<file path="config.mk">
export PLATFORM = sky130hd
export DESIGN_NAME = jcfg_port
export DESIGN_NICKNAME = d
export VERILOG_FILES = /design/src/logic/jcfg_port.v
export VERILOG_INCLUDE_DIRS = /design/src /design/src/common
export SDC_FILE = /design/constraint.sdc
export NUM_CORES = 1
export LEC_CHECK = 0
export BUFFER_PORTS_ARGS = -buffer_cell sky130_fd_sc_hd__buf_2
export CAP_MARGIN = 20
export CELL_PAD_IN_SITES_DETAIL_PLACEMENT = 0
export CELL_PAD_IN_SITES_GLOBAL_PLACEMENT = 1
export CORE_AREA = 2 2 86 150
export CTS_CLUSTER_SIZE = 24
export DETAILED_ROUTE_END_ITERATION = 16
export DIE_AREA = 0 0 88 152
export PLACE_DENSITY_LB_ADDON = 0.1
export SKIP_LAST_GASP = 1
export SYNTH_ARGS = -nofsm -noshare
export SYNTH_HDL_FRONTEND = slang
export SYNTH_SLANG_ARGS = --single-unit
</file>
<file path="constraint.sdc">
create_clock -name clk -period 3.18 [get_ports clk]
set_input_delay 0.159 -clock clk [delete_from_list [all_inputs] [get_ports clk]]
set_output_delay 0.159 -clock clk [all_outputs]
set_load 0.05 [all_outputs]
</file>
<file path="src/common/jcfg_regs.vh">
// constants for the test-port configuration controller
`ifndef JCFG_REGS_VH
`define JCFG_REGS_VH

// instruction register width and opcodes (opcode values are arbitrary)
`define JCFG_IR_W 10
`define JCFG_OP_BYPASS 10'h3ff
`define JCFG_OP_IDCODE 10'h006
`define JCFG_OP_SAMPLE 10'h005
`define JCFG_OP_PROGRAM 10'h002
`define JCFG_OP_DISENGAGE 10'h2d0
`define JCFG_OP_IO_SETUP 10'h00d
`define JCFG_OP_ENGAGE 10'h2b0

// data register widths
`define JCFG_DR_W 32

// defaults for stream length and initialisation clocks
`define JCFG_STREAM_BITS 16'h0040
`define JCFG_INIT_CYCLES 16'h0010

// identification word, value arbitrary
`define JCFG_IDCODE_VAL 32'h0a5a5001

`endif

</file>
<file path="src/logic/jcfg_port.v">
// test-port configuration controller: tap, bypass, id, sample and stream loader
`timescale 1ns/10ps
`include "jcfg_regs.vh"
//
// Functional notes
// untargeted device passes data through one bypass bit
// done flag high only after successful load
// host reads done flag to judge success
// host clocks extra cycles after stream
// bypass, idcode, sample leave configuration untouched
// host disengages then io-setup before other instructions
// io-setup configures buffers, interrupts after disengage
// host issues disengage before io-setup
// disengage idles the active-scheme controllers
// engage returns disengaged controller to operation
// global clear and oe never touch test port
// host keeps chain enable low while loading
// chain members grounded or loaded in order
// chain-enable output may be unconnected user io
// host keeps reconfiguration request high while loading
// tdo changes on falling edge, tri-stated otherwise
// tdi and tms sampled on rising edge
// test-port loading aborts other configuration schemes
// count of initialisation clocks is host parameter
module jcfg_port #(
	parameter STREAM_BITS = `JCFG_STREAM_BITS,
	parameter INIT_CYCLES = `JCFG_INIT_CYCLES,
	parameter IDCODE = `JCFG_IDCODE_VAL
) (
	input wire clk,
	input wire nrst,
	input wire tck,
	input wire tms,
	input wire tdi,
	input wire chain_enable_low,
	input wire reconfig_low,
	input wire [2:0] scheme_select,
	input wire global_clear_low,
	input wire global_output_enable,
	input wire other_cfg_busy,
	input wire [31:0] user_pins,
	output reg tdo,
	output reg tdo_oe,
	output wire config_done_flag,
	output wire chain_enable_out_low,
	output reg active_ctrl_idle,
	output reg io_setup_mode,
	output reg other_cfg_abort,
	output wire user_reset_low,
	output wire user_output_enable
);

// ----------------------------------------
// tap states
// ----------------------------------------
localparam [3:0] S_RESET = 4'h0, S_IDLE = 4'h1, S_SEL_DR = 4'h2, S_CAP_DR = 4'h3;
localparam [3:0] S_SH_DR = 4'h4, S_EX1_DR = 4'h5, S_PA_DR = 4'h6, S_EX2_DR = 4'h7;
localparam [3:0] S_UP_DR = 4'h8, S_SEL_IR = 4'h9, S_CAP_IR = 4'ha, S_SH_IR = 4'hb;
localparam [3:0] S_EX1_IR = 4'hc, S_PA_IR = 4'hd, S_EX2_IR = 4'he, S_UP_IR = 4'hf;

localparam [1:0] C_EMPTY = 2'h0, C_LOAD = 2'h1, C_INIT = 2'h2, C_DONE = 2'h3;

// ----------------------------------------
// pin synchronisers and tck edges
// ----------------------------------------
reg [1:0] tck_s;
reg tck_d;
reg [1:0] tms_s;
reg [1:0] tdi_s;
reg [1:0] nce_s;
reg [1:0] ncfg_s;
reg [1:0] busy_s;
reg [31:0] pins_s1;
reg [31:0] pins_s2;
wire tck_rise = tck_s[1] & ~tck_d;
wire tck_fall = ~tck_s[1] & tck_d;

always @(posedge clk or negedge nrst) begin
	if (!nrst) begin
		tck_s <= 2'h0;
		tck_d <= 1'b0;
		tms_s <= 2'h3;
		tdi_s <= 2'h3;
		nce_s <= 2'h3;
		ncfg_s <= 2'h3;
		busy_s <= 2'h0;
		pins_s1 <= 32'h0;
		pins_s2 <= 32'h0;
	end else begin
		tck_s <= {tck_s[0], tck};
		tck_d <= tck_s[1];
		tms_s <= {tms_s[0], tms};
		tdi_s <= {tdi_s[0], tdi};
		nce_s <= {nce_s[0], chain_enable_low};
		ncfg_s <= {ncfg_s[0], reconfig_low};
		busy_s <= {busy_s[0], other_cfg_busy};
		pins_s1 <= user_pins;
		pins_s2 <= pins_s1;
	end
end

wire tms_q = tms_s[1];
wire tdi_q = tdi_s[1];

// ----------------------------------------
// tap controller
// ----------------------------------------
reg [3:0] tap;
reg [3:0] next_tap;

always @* begin
	case (tap)
	S_RESET: next_tap = tms_q ? S_RESET : S_IDLE;
	S_IDLE: next_tap = tms_q ? S_SEL_DR : S_IDLE;
	S_SEL_DR: next_tap = tms_q ? S_SEL_IR : S_CAP_DR;
	S_CAP_DR: next_tap = tms_q ? S_EX1_DR : S_SH_DR;
	S_SH_DR: next_tap = tms_q ? S_EX1_DR : S_SH_DR;
	S_EX1_DR: next_tap = tms_q ? S_UP_DR : S_PA_DR;
	S_PA_DR: next_tap = tms_q ? S_EX2_DR : S_PA_DR;
	S_EX2_DR: next_tap = tms_q ? S_UP_DR : S_SH_DR;
	S_UP_DR: next_tap = tms_q ? S_SEL_DR : S_IDLE;
	S_SEL_IR: next_tap = tms_q ? S_RESET : S_CAP_IR;
	S_CAP_IR: next_tap = tms_q ? S_EX1_IR : S_SH_IR;
	S_SH_IR: next_tap = tms_q ? S_EX1_IR : S_SH_IR;
	S_EX1_IR: next_tap = tms_q ? S_UP_IR : S_PA_IR;
	S_PA_IR: next_tap = tms_q ? S_EX2_IR : S_PA_IR;
	S_EX2_IR: next_tap = tms_q ? S_UP_IR : S_SH_IR;
	S_UP_IR: next_tap = tms_q ? S_SEL_DR : S_IDLE;
	default: next_tap = S_RESET;
	endcase
end

// ----------------------------------------
// instruction, data and bypass registers
// ----------------------------------------
reg [`JCFG_IR_W-1:0] ir_sr;
reg [`JCFG_IR_W-1:0] ir;
reg [`JCFG_DR_W-1:0] dr_sr;
reg byp;
wire long_dr = (ir == `JCFG_OP_IDCODE) || (ir == `JCFG_OP_SAMPLE);
wire new_prog = (ir_sr == `JCFG_OP_PROGRAM);
wire new_io = (ir_sr == `JCFG_OP_IO_SETUP);
// an update-IR that restarts or interrupts the load must not also finish it
wire ir_restart = (tap == S_UP_IR) && (new_prog || (new_io && active_ctrl_idle));

// ----------------------------------------
// configuration progress
// ----------------------------------------
reg [1:0] cfg;
reg [15:0] cnt;
wire cfg_busy = (cfg == C_LOAD) || (cfg == C_INIT);
// a board fault mid-load (chain enable high, reconfiguration asserted) drops the image
wire board_bad = nce_s[1] | ~ncfg_s[1];

always @(posedge clk or negedge nrst) begin
	if (!nrst) begin
		tap <= S_RESET;
		ir_sr <= `JCFG_OP_IDCODE;
		ir <= `JCFG_OP_IDCODE;
		dr_sr <= 32'h0;
		byp <= 1'b0;
		tdo <= 1'b0;
		tdo_oe <= 1'b0;
		cfg <= C_EMPTY;
		cnt <= 16'h0;
		active_ctrl_idle <= 1'b0;
		io_setup_mode <= 1'b0;
		other_cfg_abort <= 1'b0;
	end else begin
		other_cfg_abort <= 1'b0;
		if (cfg_busy && board_bad) begin
			cfg <= C_EMPTY;
		end
		if (tck_rise) begin
			tap <= next_tap;
			case (tap)
			S_RESET: begin
				ir <= `JCFG_OP_IDCODE;
				io_setup_mode <= 1'b0;
			end
			S_CAP_IR: ir_sr <= {{(`JCFG_IR_W-2){1'b0}}, 2'h1};
			S_SH_IR: ir_sr <= {tdi_q, ir_sr[`JCFG_IR_W-1:1]};
			S_UP_IR: begin
				ir <= ir_sr;
				if (new_prog) begin
					cfg <= C_LOAD;
					cnt <= 16'h0;
					other_cfg_abort <= busy_s[1];
				end
				if (ir_sr == `JCFG_OP_DISENGAGE) begin
					active_ctrl_idle <= 1'b1;
				end
				if (ir_sr == `JCFG_OP_ENGAGE) begin
					active_ctrl_idle <= 1'b0;
				end
				io_setup_mode <= new_io;
				if (new_io && active_ctrl_idle && cfg_busy) begin
					cfg <= C_EMPTY;
				end
			end
			S_CAP_DR: begin
				byp <= 1'b0;
				if (ir == `JCFG_OP_IDCODE) begin
					dr_sr <= IDCODE;
				end else if (ir == `JCFG_OP_SAMPLE) begin
					dr_sr <= pins_s2;
				end
			end
			S_SH_DR: begin
				byp <= tdi_q;
				dr_sr <= {tdi_q, dr_sr[`JCFG_DR_W-1:1]};
				if (ir == `JCFG_OP_PROGRAM && cfg == C_LOAD && !board_bad) begin
					if (cnt == STREAM_BITS - 16'h1) begin
						cfg <= C_INIT;
						cnt <= 16'h0;
					end else begin
						cnt <= cnt + 16'h1;
					end
				end
			end
			default: begin
			end
			endcase
			// extra clocks after the stream finish initialisation, in any tap state
			if (cfg == C_INIT && !board_bad && !ir_restart) begin
				if (cnt == INIT_CYCLES - 16'h1) begin
					cfg <= C_DONE;
				end else begin
					cnt <= cnt + 16'h1;
				end
			end
		end
		if (tck_fall) begin
			tdo_oe <= (tap == S_SH_IR) || (tap == S_SH_DR);
			if (tap == S_SH_IR) begin
				tdo <= ir_sr[0];
			end else if (tap == S_SH_DR) begin
				tdo <= long_dr ? dr_sr[0] : byp;
			end
		end
	end
end

// ----------------------------------------
// status and user-side outputs
// ----------------------------------------
assign config_done_flag = (cfg == C_DONE);
// chain-enable output goes low with the done flag while chain enable is low; free to float when unused downstream
assign chain_enable_out_low = ~(config_done_flag & ~nce_s[1]);
// global clear and oe only gate user logic, never the tap path
assign user_reset_low = global_clear_low & config_done_flag;
assign user_output_enable = global_output_enable & config_done_flag & ~io_setup_mode &
	(scheme_select != 3'h7);

endmodule

</file>
==> run summary, run 1 <==
The flow ran to the end, and the final reports show no timing, DRC or antenna violations. The synthesized netlist devotes 0.827% of its cell area to adder and majority cells. Summing every instance area after synthesis gives 6050 µm². After detailed routing, the average wire length per cell comes to 15.2 µm.

The tools report the buffer cell driving the clock tree root as sky130_fd_sc_hd__clkbuf_16. The final antenna diode count was 0. The setup path with the least slack is of type register to register. After synthesis, flip-flops and latches occupy 65.2% of the total area. The tightest min-delay check is of the input pin to async pin type. The clock drives 157 sinks. In the final timing run, aggregate negative setup slack is 0 ps. Counting the buffers created by CTS gives 17. The vias after detailed routing came out at 4375. The tools report the startpoint type of the worst setup path as a register.

Along the worst path, the maximum fanout reaches 18. In the finished design, the share of the clock period the worst path needs comes to 78.8%. The signal on the critical path passes through nand4_1, and3b_1, a211o_1, nand2_2, and3_1, a221o_1. Relative to the synthesized area, the layout overhead comes to 24.4%.

At the pin with the least slew margin, the transition time is 793 ps. The core region is 12200 µm². In the post-synthesis netlist, the biggest area contributors are sky130_fd_sc_hd__dfrtp_1 60%, sky130_fd_sc_hd__o21ai_0 5.5%, sky130_fd_sc_hd__dfstp_2 5.2%, sky130_fd_sc_hd__nand2_1 4.8%, sky130_fd_sc_hd__a22oi_1 3.3%. The number of nets in the final layout was 674. Buffer depth of the longest clock path: 2. The final-layout worst hold slack was 337 ps.

Summing the areas of all compound-gate instances in the mapped netlist gives 16.8% of the synthesized area. The worst ir drop on vdd came out at 0.554 mV. The run gives 0.825 as the placer congestion estimate. The setup fix buffers added after clock tree synthesis is 0, and the post-synthesis xor/xnor area fraction is 0.145%. The number of search-and-repair iterations in the first detailed-routing pass is 4, and the final cell count without fillers is 806. The net switching power figure came out at 0.00176 W.

The logs give 0 for the number of antenna violations at the first check in global routing and 49.5% for the initial core utilization. The multiplexer share of the synthesized area was 0.331%; the detailed-placement wirelength estimate was 7.95 mm. The overall routing resource usage was 20.2%. The die footprint was 13400 µm²; the number of endpoints failing setup at the final stage was 0. For the worst setup path, the data arrival time is 2800 ps.

The number of placed instances with taps included is 735, and the fraction of layout instances using a drive strength above 1 is 17.9%. In the synthesized netlist the dominant register cell turns out to be sky130_fd_sc_hd__dfrtp_1. The run gives 21.3 mm as the wire length of the first global-routing pass.

The worst slew slack as a fraction of its limit was 47.2%. In the post-synthesis netlist, the cell with the most instances is sky130_fd_sc_hd__dfrtp_1. The post-CTS resize count was 0; the quantity of hold-fixing buffers added after cts was 39.

After Yosys synthesis, and, or, nand and nor cells account for 14.2% of the synthesized area. Clock-pin slew was measured on the worst setup and hold paths at 70 ps. Of all flip-flops after synthesis, the portion carrying an async set or reset was 100%. The placed instances occupy a cell area of 6510 µm². For this run the aggregate overflow at the end of global routing stands at 0.

The commonest cells after synthesis are 145 x sky130_fd_sc_hd__dfrtp_1, 78 x sky130_fd_sc_hd__nand2_1, 67 x sky130_fd_sc_hd__o21ai_0. From left edge to right edge, the die measures 88 µm. The share of total power dissipated in combinational logic is 18.5%.

The worst-case reg-to-reg path depth was 6. Counting flops and latches in the post-synthesis netlist gives 157. The number of enable-type register cells in the synthesized netlist is 0. Of the total power, the clock network draws 36.9%.

After detailed routing, the total wire length is 12.2 mm. In this run the tool buffered the top-level ports with 53 buffer cells. Number of placed I/O pins: 54. The max-slew violation total from the final report was 0; the depth of the CTS H-tree was 4. The library cell contributing the largest single delay on the critical path was sky130_fd_sc_hd__dfrtp_1.

For this design the ratio of total power to cell area is 766 nW/µm². Counting every net in the synthesized netlist gives 584. The proportion of netlist area held by the largest area contributor works out to 60.0%. Final number of hold-violating endpoints: 0. After detailed routing, the number of remaining DRC violations is 0. After layout, the worst setup slack is 674 ps. In this run the vertical extent of the chip is 152 µm. The tools report the maximum number of pins on one net before global-route repair as 90. Of the total power, registers draw 44.5%. Dividing the detail-routed via count by the number of cells gives 5.43.

For this run, the top clock speed supported by timing is 399 MHz. The count of max-cap constraint violations came out at 0. The number of instances in the synthesized netlist is 535.

For this block, the initial DRC count from the detailed router was 176. The internal power consumption came out at 0.00400 W. The run gives 410 ps as the insertion delay to the later sink of the worst-skew pair. STA classifies the critical path endpoint as a register. After routing the design area is 7520 µm².

Before CTS, the worst setup slack after placement is 691 ps. For the number of global-route vias before repair, the log shows 4419. The worst path in the final design needs a cycle of 2510 ps, including I/O delays and setup. Yosys mapped the design onto 55 distinct sky130hd cell types. By area, the combinational part of the netlist is dominated by compound AO/OA/AOI/OAI gates.

The tools report the required time of the critical path as 3470 ps. Once detail routing completed, the nets flagged for antenna violations numbered 0. Of all cell types, the one taking the most synthesized area is sky130_fd_sc_hd__dfrtp_1. In this run the static leakage power is 3.36 nW. Between clock sinks in the finished design, the worst skew comes to 9.87 ps. For the count of synthesis-stage warnings from yosys, the log shows 0. Setup repair after global routing left no endpoint under its margin. Floorplan row count: 54.

TritonCTS built the clock tree. In this design, the stage delay of the slowest critical-path cell is 690 ps. A synthesized cell averages 11.3 µm².

The switching part of the total power was 30.5%.
[path summary, 6_finish.rpt]
kind	start	end	slack (ps)
max	tap[0]$_DFFE_PN0P_	cnt[13]$_DFFE_PN0P_	670
min	nrst	ir_sr[6]$_DFFE_PN0P_	340
max reg2reg	tap[0]$_DFFE_PN0P_	cnt[13]$_DFFE_PN0P_	670
min reg2reg	pins_s1[28]$_DFF_PN0_	pins_s2[28]$_DFF_PN0_	340
max in group asynchronous	nrst	nce_s[0]$_DFF_PN1_	1940
min in group clk	pins_s1[28]$_DFF_PN0_	pins_s2[28]$_DFF_PN0_	340
[kinds of logic after synthesis]
logic type                 Yosys count
buffers and inverters               38
adders and majority gates            4
DFF                                157
AOI/OAI and AO/OA                  164
and+or+nand+nor                    169
xor gates and xnor gates             1
muxes                                2
[power groups by stage]
stage          Clock (W)  Combinational [W]  Sequential (W)
6_report         0.00213            0.00107         0.00256
2_1_floorplan          0           0.000775         0.00251
3_5_place_dp           0            0.00105         0.00259
3_3_place_gp           0            0.00102         0.00258
5_1_grt          0.00227            0.00123         0.00261
4_1_cts          0.00218            0.00109         0.00256
[layout by cell type (no fill, tap or decap), types with 10 or more instances in the layout]
| master | n |
|---|---|
| sky130_fd_sc_hd__clkbuf_16 | 17 |
| sky130_fd_sc_hd__o21ai_0 | 67 |
| sky130_fd_sc_hd__dlygate4sd3_1 | 39 |
| sky130_fd_sc_hd__and3_1 | 10 |
| sky130_fd_sc_hd__o22ai_1 | 11 |
| sky130_fd_sc_hd__nand2_1 | 78 |
| sky130_fd_sc_hd__dfstp_2 | 12 |
| sky130_fd_sc_hd__a22oi_1 | 27 |
| sky130_fd_sc_hd__dfrtp_1 | 145 |
| sky130_fd_sc_hd__a22o_1 | 10 |
| sky130_fd_sc_hd__a21oi_1 | 17 |
| sky130_fd_sc_hd__nand3_1 | 10 |
| sky130_fd_sc_hd__nor2_1 | 19 |
| sky130_fd_sc_hd__buf_2 | 52 |
[metrics by stage]
stage | util [%] | total power, W
CTS | 61.5 | 0.00583
global placement | 53.2 | 0.00361
detailed placement | 53.2 | 0.00364
global route | 61.5 | 0.00611
finish | 61.5 | 0.00576
floorplan | - | 0.00329
[area by class of cell]
class / count / area (µm²)
well taps: 168 / 210
inverters: 7 / 26.3
multi-input cells: 340 / 1970
repair buffers: 102 / 749
clock buffers: 18 / 429
clock inverters: 14 / 196
flip-flops and latches: 157 / 3940
fillers: 980 / 4700
[metal layers]
layer  part of all wire, %  global-route usage [%]  up-vias
li1                      -                       -     2100
met3                   2.9                    3.75       11
met4                   1.2                    6.37        0
met5                     0                       0        -
met1                    43                    25.9     2177
met2                    53                    34.1       87
[registers in the layout, summed over array words and instances, names as in the netlist, 4 cells and up]
register	count
cnt	16
dr_sr	32
ir	10
ir_sr	10
pins_s1	32
pins_s2	32
tap	4
[critical path, delay by kind of cell (launching register included)]
kind | cells | cell delay [ps]
AO/OA/AOI/OAI | 2 | 650
AND/OR/NAND/NOR | 4 | 1040
flip-flops | 1 | 690
Power figures use the tool's default switching activity.
==> run 2: changes to the inputs <==
Settings changed: ABC_AREA set to 1, CORE_AREA 2 2 86 150 to 2 2 93 162, DIE_AREA 0 0 88 152 to 0 0 95 164.
Clock period 3.18 ns to 2.6 ns, I/O delays scaled along.
==> run 2 against run 1 <==
Total power increased by 16%. First-iteration DRC count decreased by 20%. Design area rose by 4.7%. Sequential cell count unchanged. Routed wire length increased by 12%. Clock-buffer cell count up 1. Die area is 16% higher. Sequential share of layout area fell by 2.3 points. Critical path type unchanged. Largest cell class unchanged.
==> run summary, run 2 <==
The flow ran to the end, and the final reports show no timing, DRC or antenna violations. The startpoint type of the worst setup path was a register. The number of antenna violations at the first check in global routing came out at 0 (unchanged). In the final layout, the registers with the most flip-flops are dr_sr: 32 flops, pins_s1: 32 flops, pins_s2: 32 flops. Core region area: 14300 µm² (+17%).

The critical path start-end classification is register to register. The setup fix buffers added after clock tree synthesis was 0 (unchanged). Number of instances in the synthesized netlist: 689 (+29%). The tools report the number of DRC markers in iteration 0 as 140 (-20%). Counting instances in the post-synthesis netlist gives the leading cell types as 181 x sky130_fd_sc_hd__nand2_1, 145 x sky130_fd_sc_hd__dfrtp_1, 87 x sky130_fd_sc_hd__inv_1. The power density over cell area works out to 850 nW/µm² (+11%). The number of nets with antenna violations after detailed routing is 0 (unchanged). The worst-case reg-to-reg path depth was 8 (+2); the fraction of layout instances using a drive strength above 1 was 16.1% (-1.8 points). The synthesized flop and latch total was 157 (unchanged); the final-layout setup total negative slack was 0 ps (unchanged). Ranked by total cell area, the synthesized netlist is headed by sky130_fd_sc_hd__dfrtp_1 56%, sky130_fd_sc_hd__nand2_1 11%, sky130_fd_sc_hd__inv_1 5.1%, sky130_fd_sc_hd__dfstp_2 4.9%, sky130_fd_sc_hd__o21ai_0 4.0%.

The depth of the CTS H-tree is 4 (unchanged), and the proportion of power drawn by combinational gates is 19.3% (+0.8 points). The logs give 17 (unchanged) for the number of clock buffers inserted by TritonCTS and 0.00205 W (+17%) for the net switching power figure. The die extent in y came out at 164 µm (+7.9%). The number of nets in the final layout is 838 (+24%). The logs give 13.8 mm (+12%) for the overall routed net length and 41 (-25%) for the number of distinct library cells after synthesis.

The wire length of the first global-routing pass is 23.2 mm (+9.3%). Buffer cell driving the clock tree root: sky130_fd_sc_hd__clkbuf_16. Final clock period utilization by the worst path: 81.0% (+2.2 points). The final antenna diode count was 0 (unchanged); the remaining global-route overflow was 0 (unchanged). The run gives 0 (unchanged) as the number of endpoints failing setup at the final stage. The worst slew slack as a fraction of its limit came out at 39.5% (-7.7 points). Capturing element type of the critical path: a register.

The clock-pin slew on the worst setup and hold paths is 60 ps (about the same), and the number of remaining DRC errors is 0 (unchanged). The average cell area after synthesis works out to 9.34 µm² (-17%). The tools report the number of placed I/O pins as 54 (unchanged). The final-layout worst hold slack was 180 ps (-157 ps); the final number of hold-violating endpoints was 0 (unchanged). The die extent in x was 95 µm (+8.0%). The path class of the tightest hold or removal check is input pin to async pin.

For the synthesized area, the log shows 6440 µm² (+6.4%). The internal power consumption was 0.00464 W (+16%); the number of placed instances with taps included was 911 (+24%). The reg-to-reg setup timing slack is 490 ps (-180 ps), and the clock period minus final worst setup slack is 2110 ps (-399 ps). The run gives 45.0% (-4.4 points) as the initial core utilization. The leading register cell type out of synthesis is sky130_fd_sc_hd__dfrtp_1. The final cell count without fillers was 981 (+22%); the data arrival at the endpoint of the critical path was 2440 ps (-360 ps).

The run gives 58 (+7.4%) as the floorplan row count. In the post-synthesis netlist, the cell with the most instances is sky130_fd_sc_hd__nand2_1. Leading cell type in the layout, fill and taps excluded: sky130_fd_sc_hd__nand2_1.

The required time of the critical path was 2930 ps (-540 ps); the count of input and output buffers was 53 (unchanged). The count of max-cap constraint violations was 0 (unchanged). Setup repair after global routing left no endpoint under its margin.

The transition at the pin with the smallest max-transition slack was 908 ps (+115 ps). The share of total power in the clock network was 36.2% (-0.7 points). The number of search-and-repair iterations in the first detailed-routing pass is 4 (unchanged), and the via-per-instance ratio is 4.88 (-10%).

The biggest fanout along the worst timing path was 17 (-1); the worst ir drop on vdd was 0.375 mV (-32%). The part of the total power dissipated in sequential elements came out at 44.5% (about the same). The number of global-route vias before repair was 4973 (+13%); the number of enable-type register cells in the synthesized netlist was 0 (unchanged).

The post-synthesis async set-or-reset flop share came out at 100% (unchanged). The maximum number of pins on one net before global-route repair was 65 (-28%). For the count of synthesis-stage warnings from yosys, the log shows 0 (unchanged). Setup clock skew after layout: 10.6 ps (+0.780 ps). The die footprint was 15600 µm² (+16%); the static leakage was 3.70 nW (+10%).

The clock sink count came out at 157 (unchanged). The buffer depth of the longest clock path is 2 (unchanged). The overall routing resource usage was 19.5% (-0.70 points); the post-detailed-route wirelength per cell was 14.0 µm (-7.6%). The proportion of netlist area held by the largest area contributor was 56.4% (-3.6 points); the vias after detailed routing was 4789 (+9.5%).

Max-slew violation total from the final report: 0 (unchanged). The logs give 0.853 (+3.4%) for the placer congestion estimate and 9.47 mm (+19%) for the detailed-placement wirelength estimate. The synthesized net count was 738 (+26%). TritonCTS built the clock tree.

The maximum frequency from static timing analysis was 475 MHz (+19%). Of all cell types, the one taking the most synthesized area is sky130_fd_sc_hd__dfrtp_1. The worst register-to-register path begins at tap[3]$_DFFE_PN0P_.

The switching part of the total power works out to 30.7% (+0.16 points). The area added between synthesis and finish came out at 22.4%. The run gives 420 ps (about the same) as the insertion delay to the later sink of the worst-skew pair.

The run gives 61.3% (-3.9 points) as the fraction of the yosys area taken by sequential cells. The end of the worst register-to-register path was dr_sr[7]$_DFFE_PN0P_. The top cell types in the final layout, fill and taps aside, are 181 x sky130_fd_sc_hd__nand2_1, 145 x sky130_fd_sc_hd__dfrtp_1, 87 x sky130_fd_sc_hd__inv_1.
==> run 2: cell count changes after synthesis, sizes merged, moves of 10 or more <==
cell	before	now
nand3	10	46
a22oi	27	2
nand2	79	186
inv	7	88
and3	10	0
nor2	19	52
clkbuf	24	5
a22o	10	0
==> run 2: metrics by stage <==
stage	worst slack (ps)	cell area [µm²]	utilization (%)	total power, W
after floorplan	608	6440	-	0.00388
after global placement	565	6920	48.4	0.00426
after detailed placement	518	6920	48.4	0.00429
after CTS	472	7880	55.1	0.00678
after global routing	214	7880	55.1	0.00709
final	493	7880	55.1	0.00670
==> run 2: worst max path at each step <==
| stage | cells past startpoint | endpoint | start |
|---|---|---|---|
| 3_5_place_dp | 8 | dr_sr[9]$_DFFE_PN0P_ | tap[3]$_DFFE_PN0P_ |
| 4_1_cts | 8 | dr_sr[7]$_DFFE_PN0P_ | tap[3]$_DFFE_PN0P_ |
| 3_3_place_gp | 10 | cnt[14]$_DFFE_PN0P_ | tap[1]$_DFFE_PN0P_ |
| 2_1_floorplan | 3 | user_output_enable | cfg[1]$_DFF_PN0_ |
| 5_1_grt | 9 | cnt[2]$_DFFE_PN0P_ | tap[1]$_DFFE_PN0P_ |
| 6_report | 8 | dr_sr[7]$_DFFE_PN0P_ | tap[3]$_DFFE_PN0P_ |
==> run 2: worst max-delay path, cell delays in order, from the launching register on <==
cell,delay (ps)
sky130_fd_sc_hd__dfrtp_1,440
sky130_fd_sc_hd__inv_1,120
sky130_fd_sc_hd__nand3_2,230
sky130_fd_sc_hd__inv_1,170
sky130_fd_sc_hd__a21oi_2,690
sky130_fd_sc_hd__nand2_1,130
sky130_fd_sc_hd__nand2_1,120
sky130_fd_sc_hd__nand2_1,50
sky130_fd_sc_hd__o21ai_0,70
==> run 2: routing by layer <==
layer | routed length (µm) | vias to the layer above | track usage (%)
met4 | 419 | 0 | 8.56
met3 | 329 | 30 | 3.58
met2 | 7460 | 66 | 35.8
met5 | 0 | - | 0
met1 | 5550 | 2314 | 21.4
li1 | - | 2379 | -
==> run 2: cells by family (layout without fill, tap and decap cells) <==
family,after synthesis,count (layout),synth area share [%]
AOI/OAI and AO/OA,100,100,9.08
DFF,157,157,61.3
and+or+nand+nor,307,307,20.4
buffers and inverters,109,221,6.88
adders and majority gates,4,4,0.777
xor gates and xnor gates,12,12,1.63
==> run 2: cell type report <==
class                   count  area (µm²)
well taps                 180         225
clock inverters            12         136
repair buffers            101         754
clock buffers              19         433
inverters                  89         334
flip-flops and latches    157        3940
multi-input cells         423        2050
fillers                  1315        6420
==> run 2: power by group through the flow <==
stage                     combinational, W  sequential, W  clock [W]
after global placement             0.00124        0.00301          0
final                              0.00129        0.00298    0.00242
after detailed placement           0.00126        0.00302          0
after CTS                          0.00132        0.00298    0.00248
after floorplan                   0.000869        0.00301          0
after global routing               0.00150        0.00302    0.00258
==> run 2: timing repair <==
| item | CTS | global route |
|---|---|---|
| hold endpoints to repair | 75 | 0 |
| setup endpoints to repair | 0 | 0 |
| gates resized for setup | 0 | 0 |
| hold buffers | 39 | 0 |
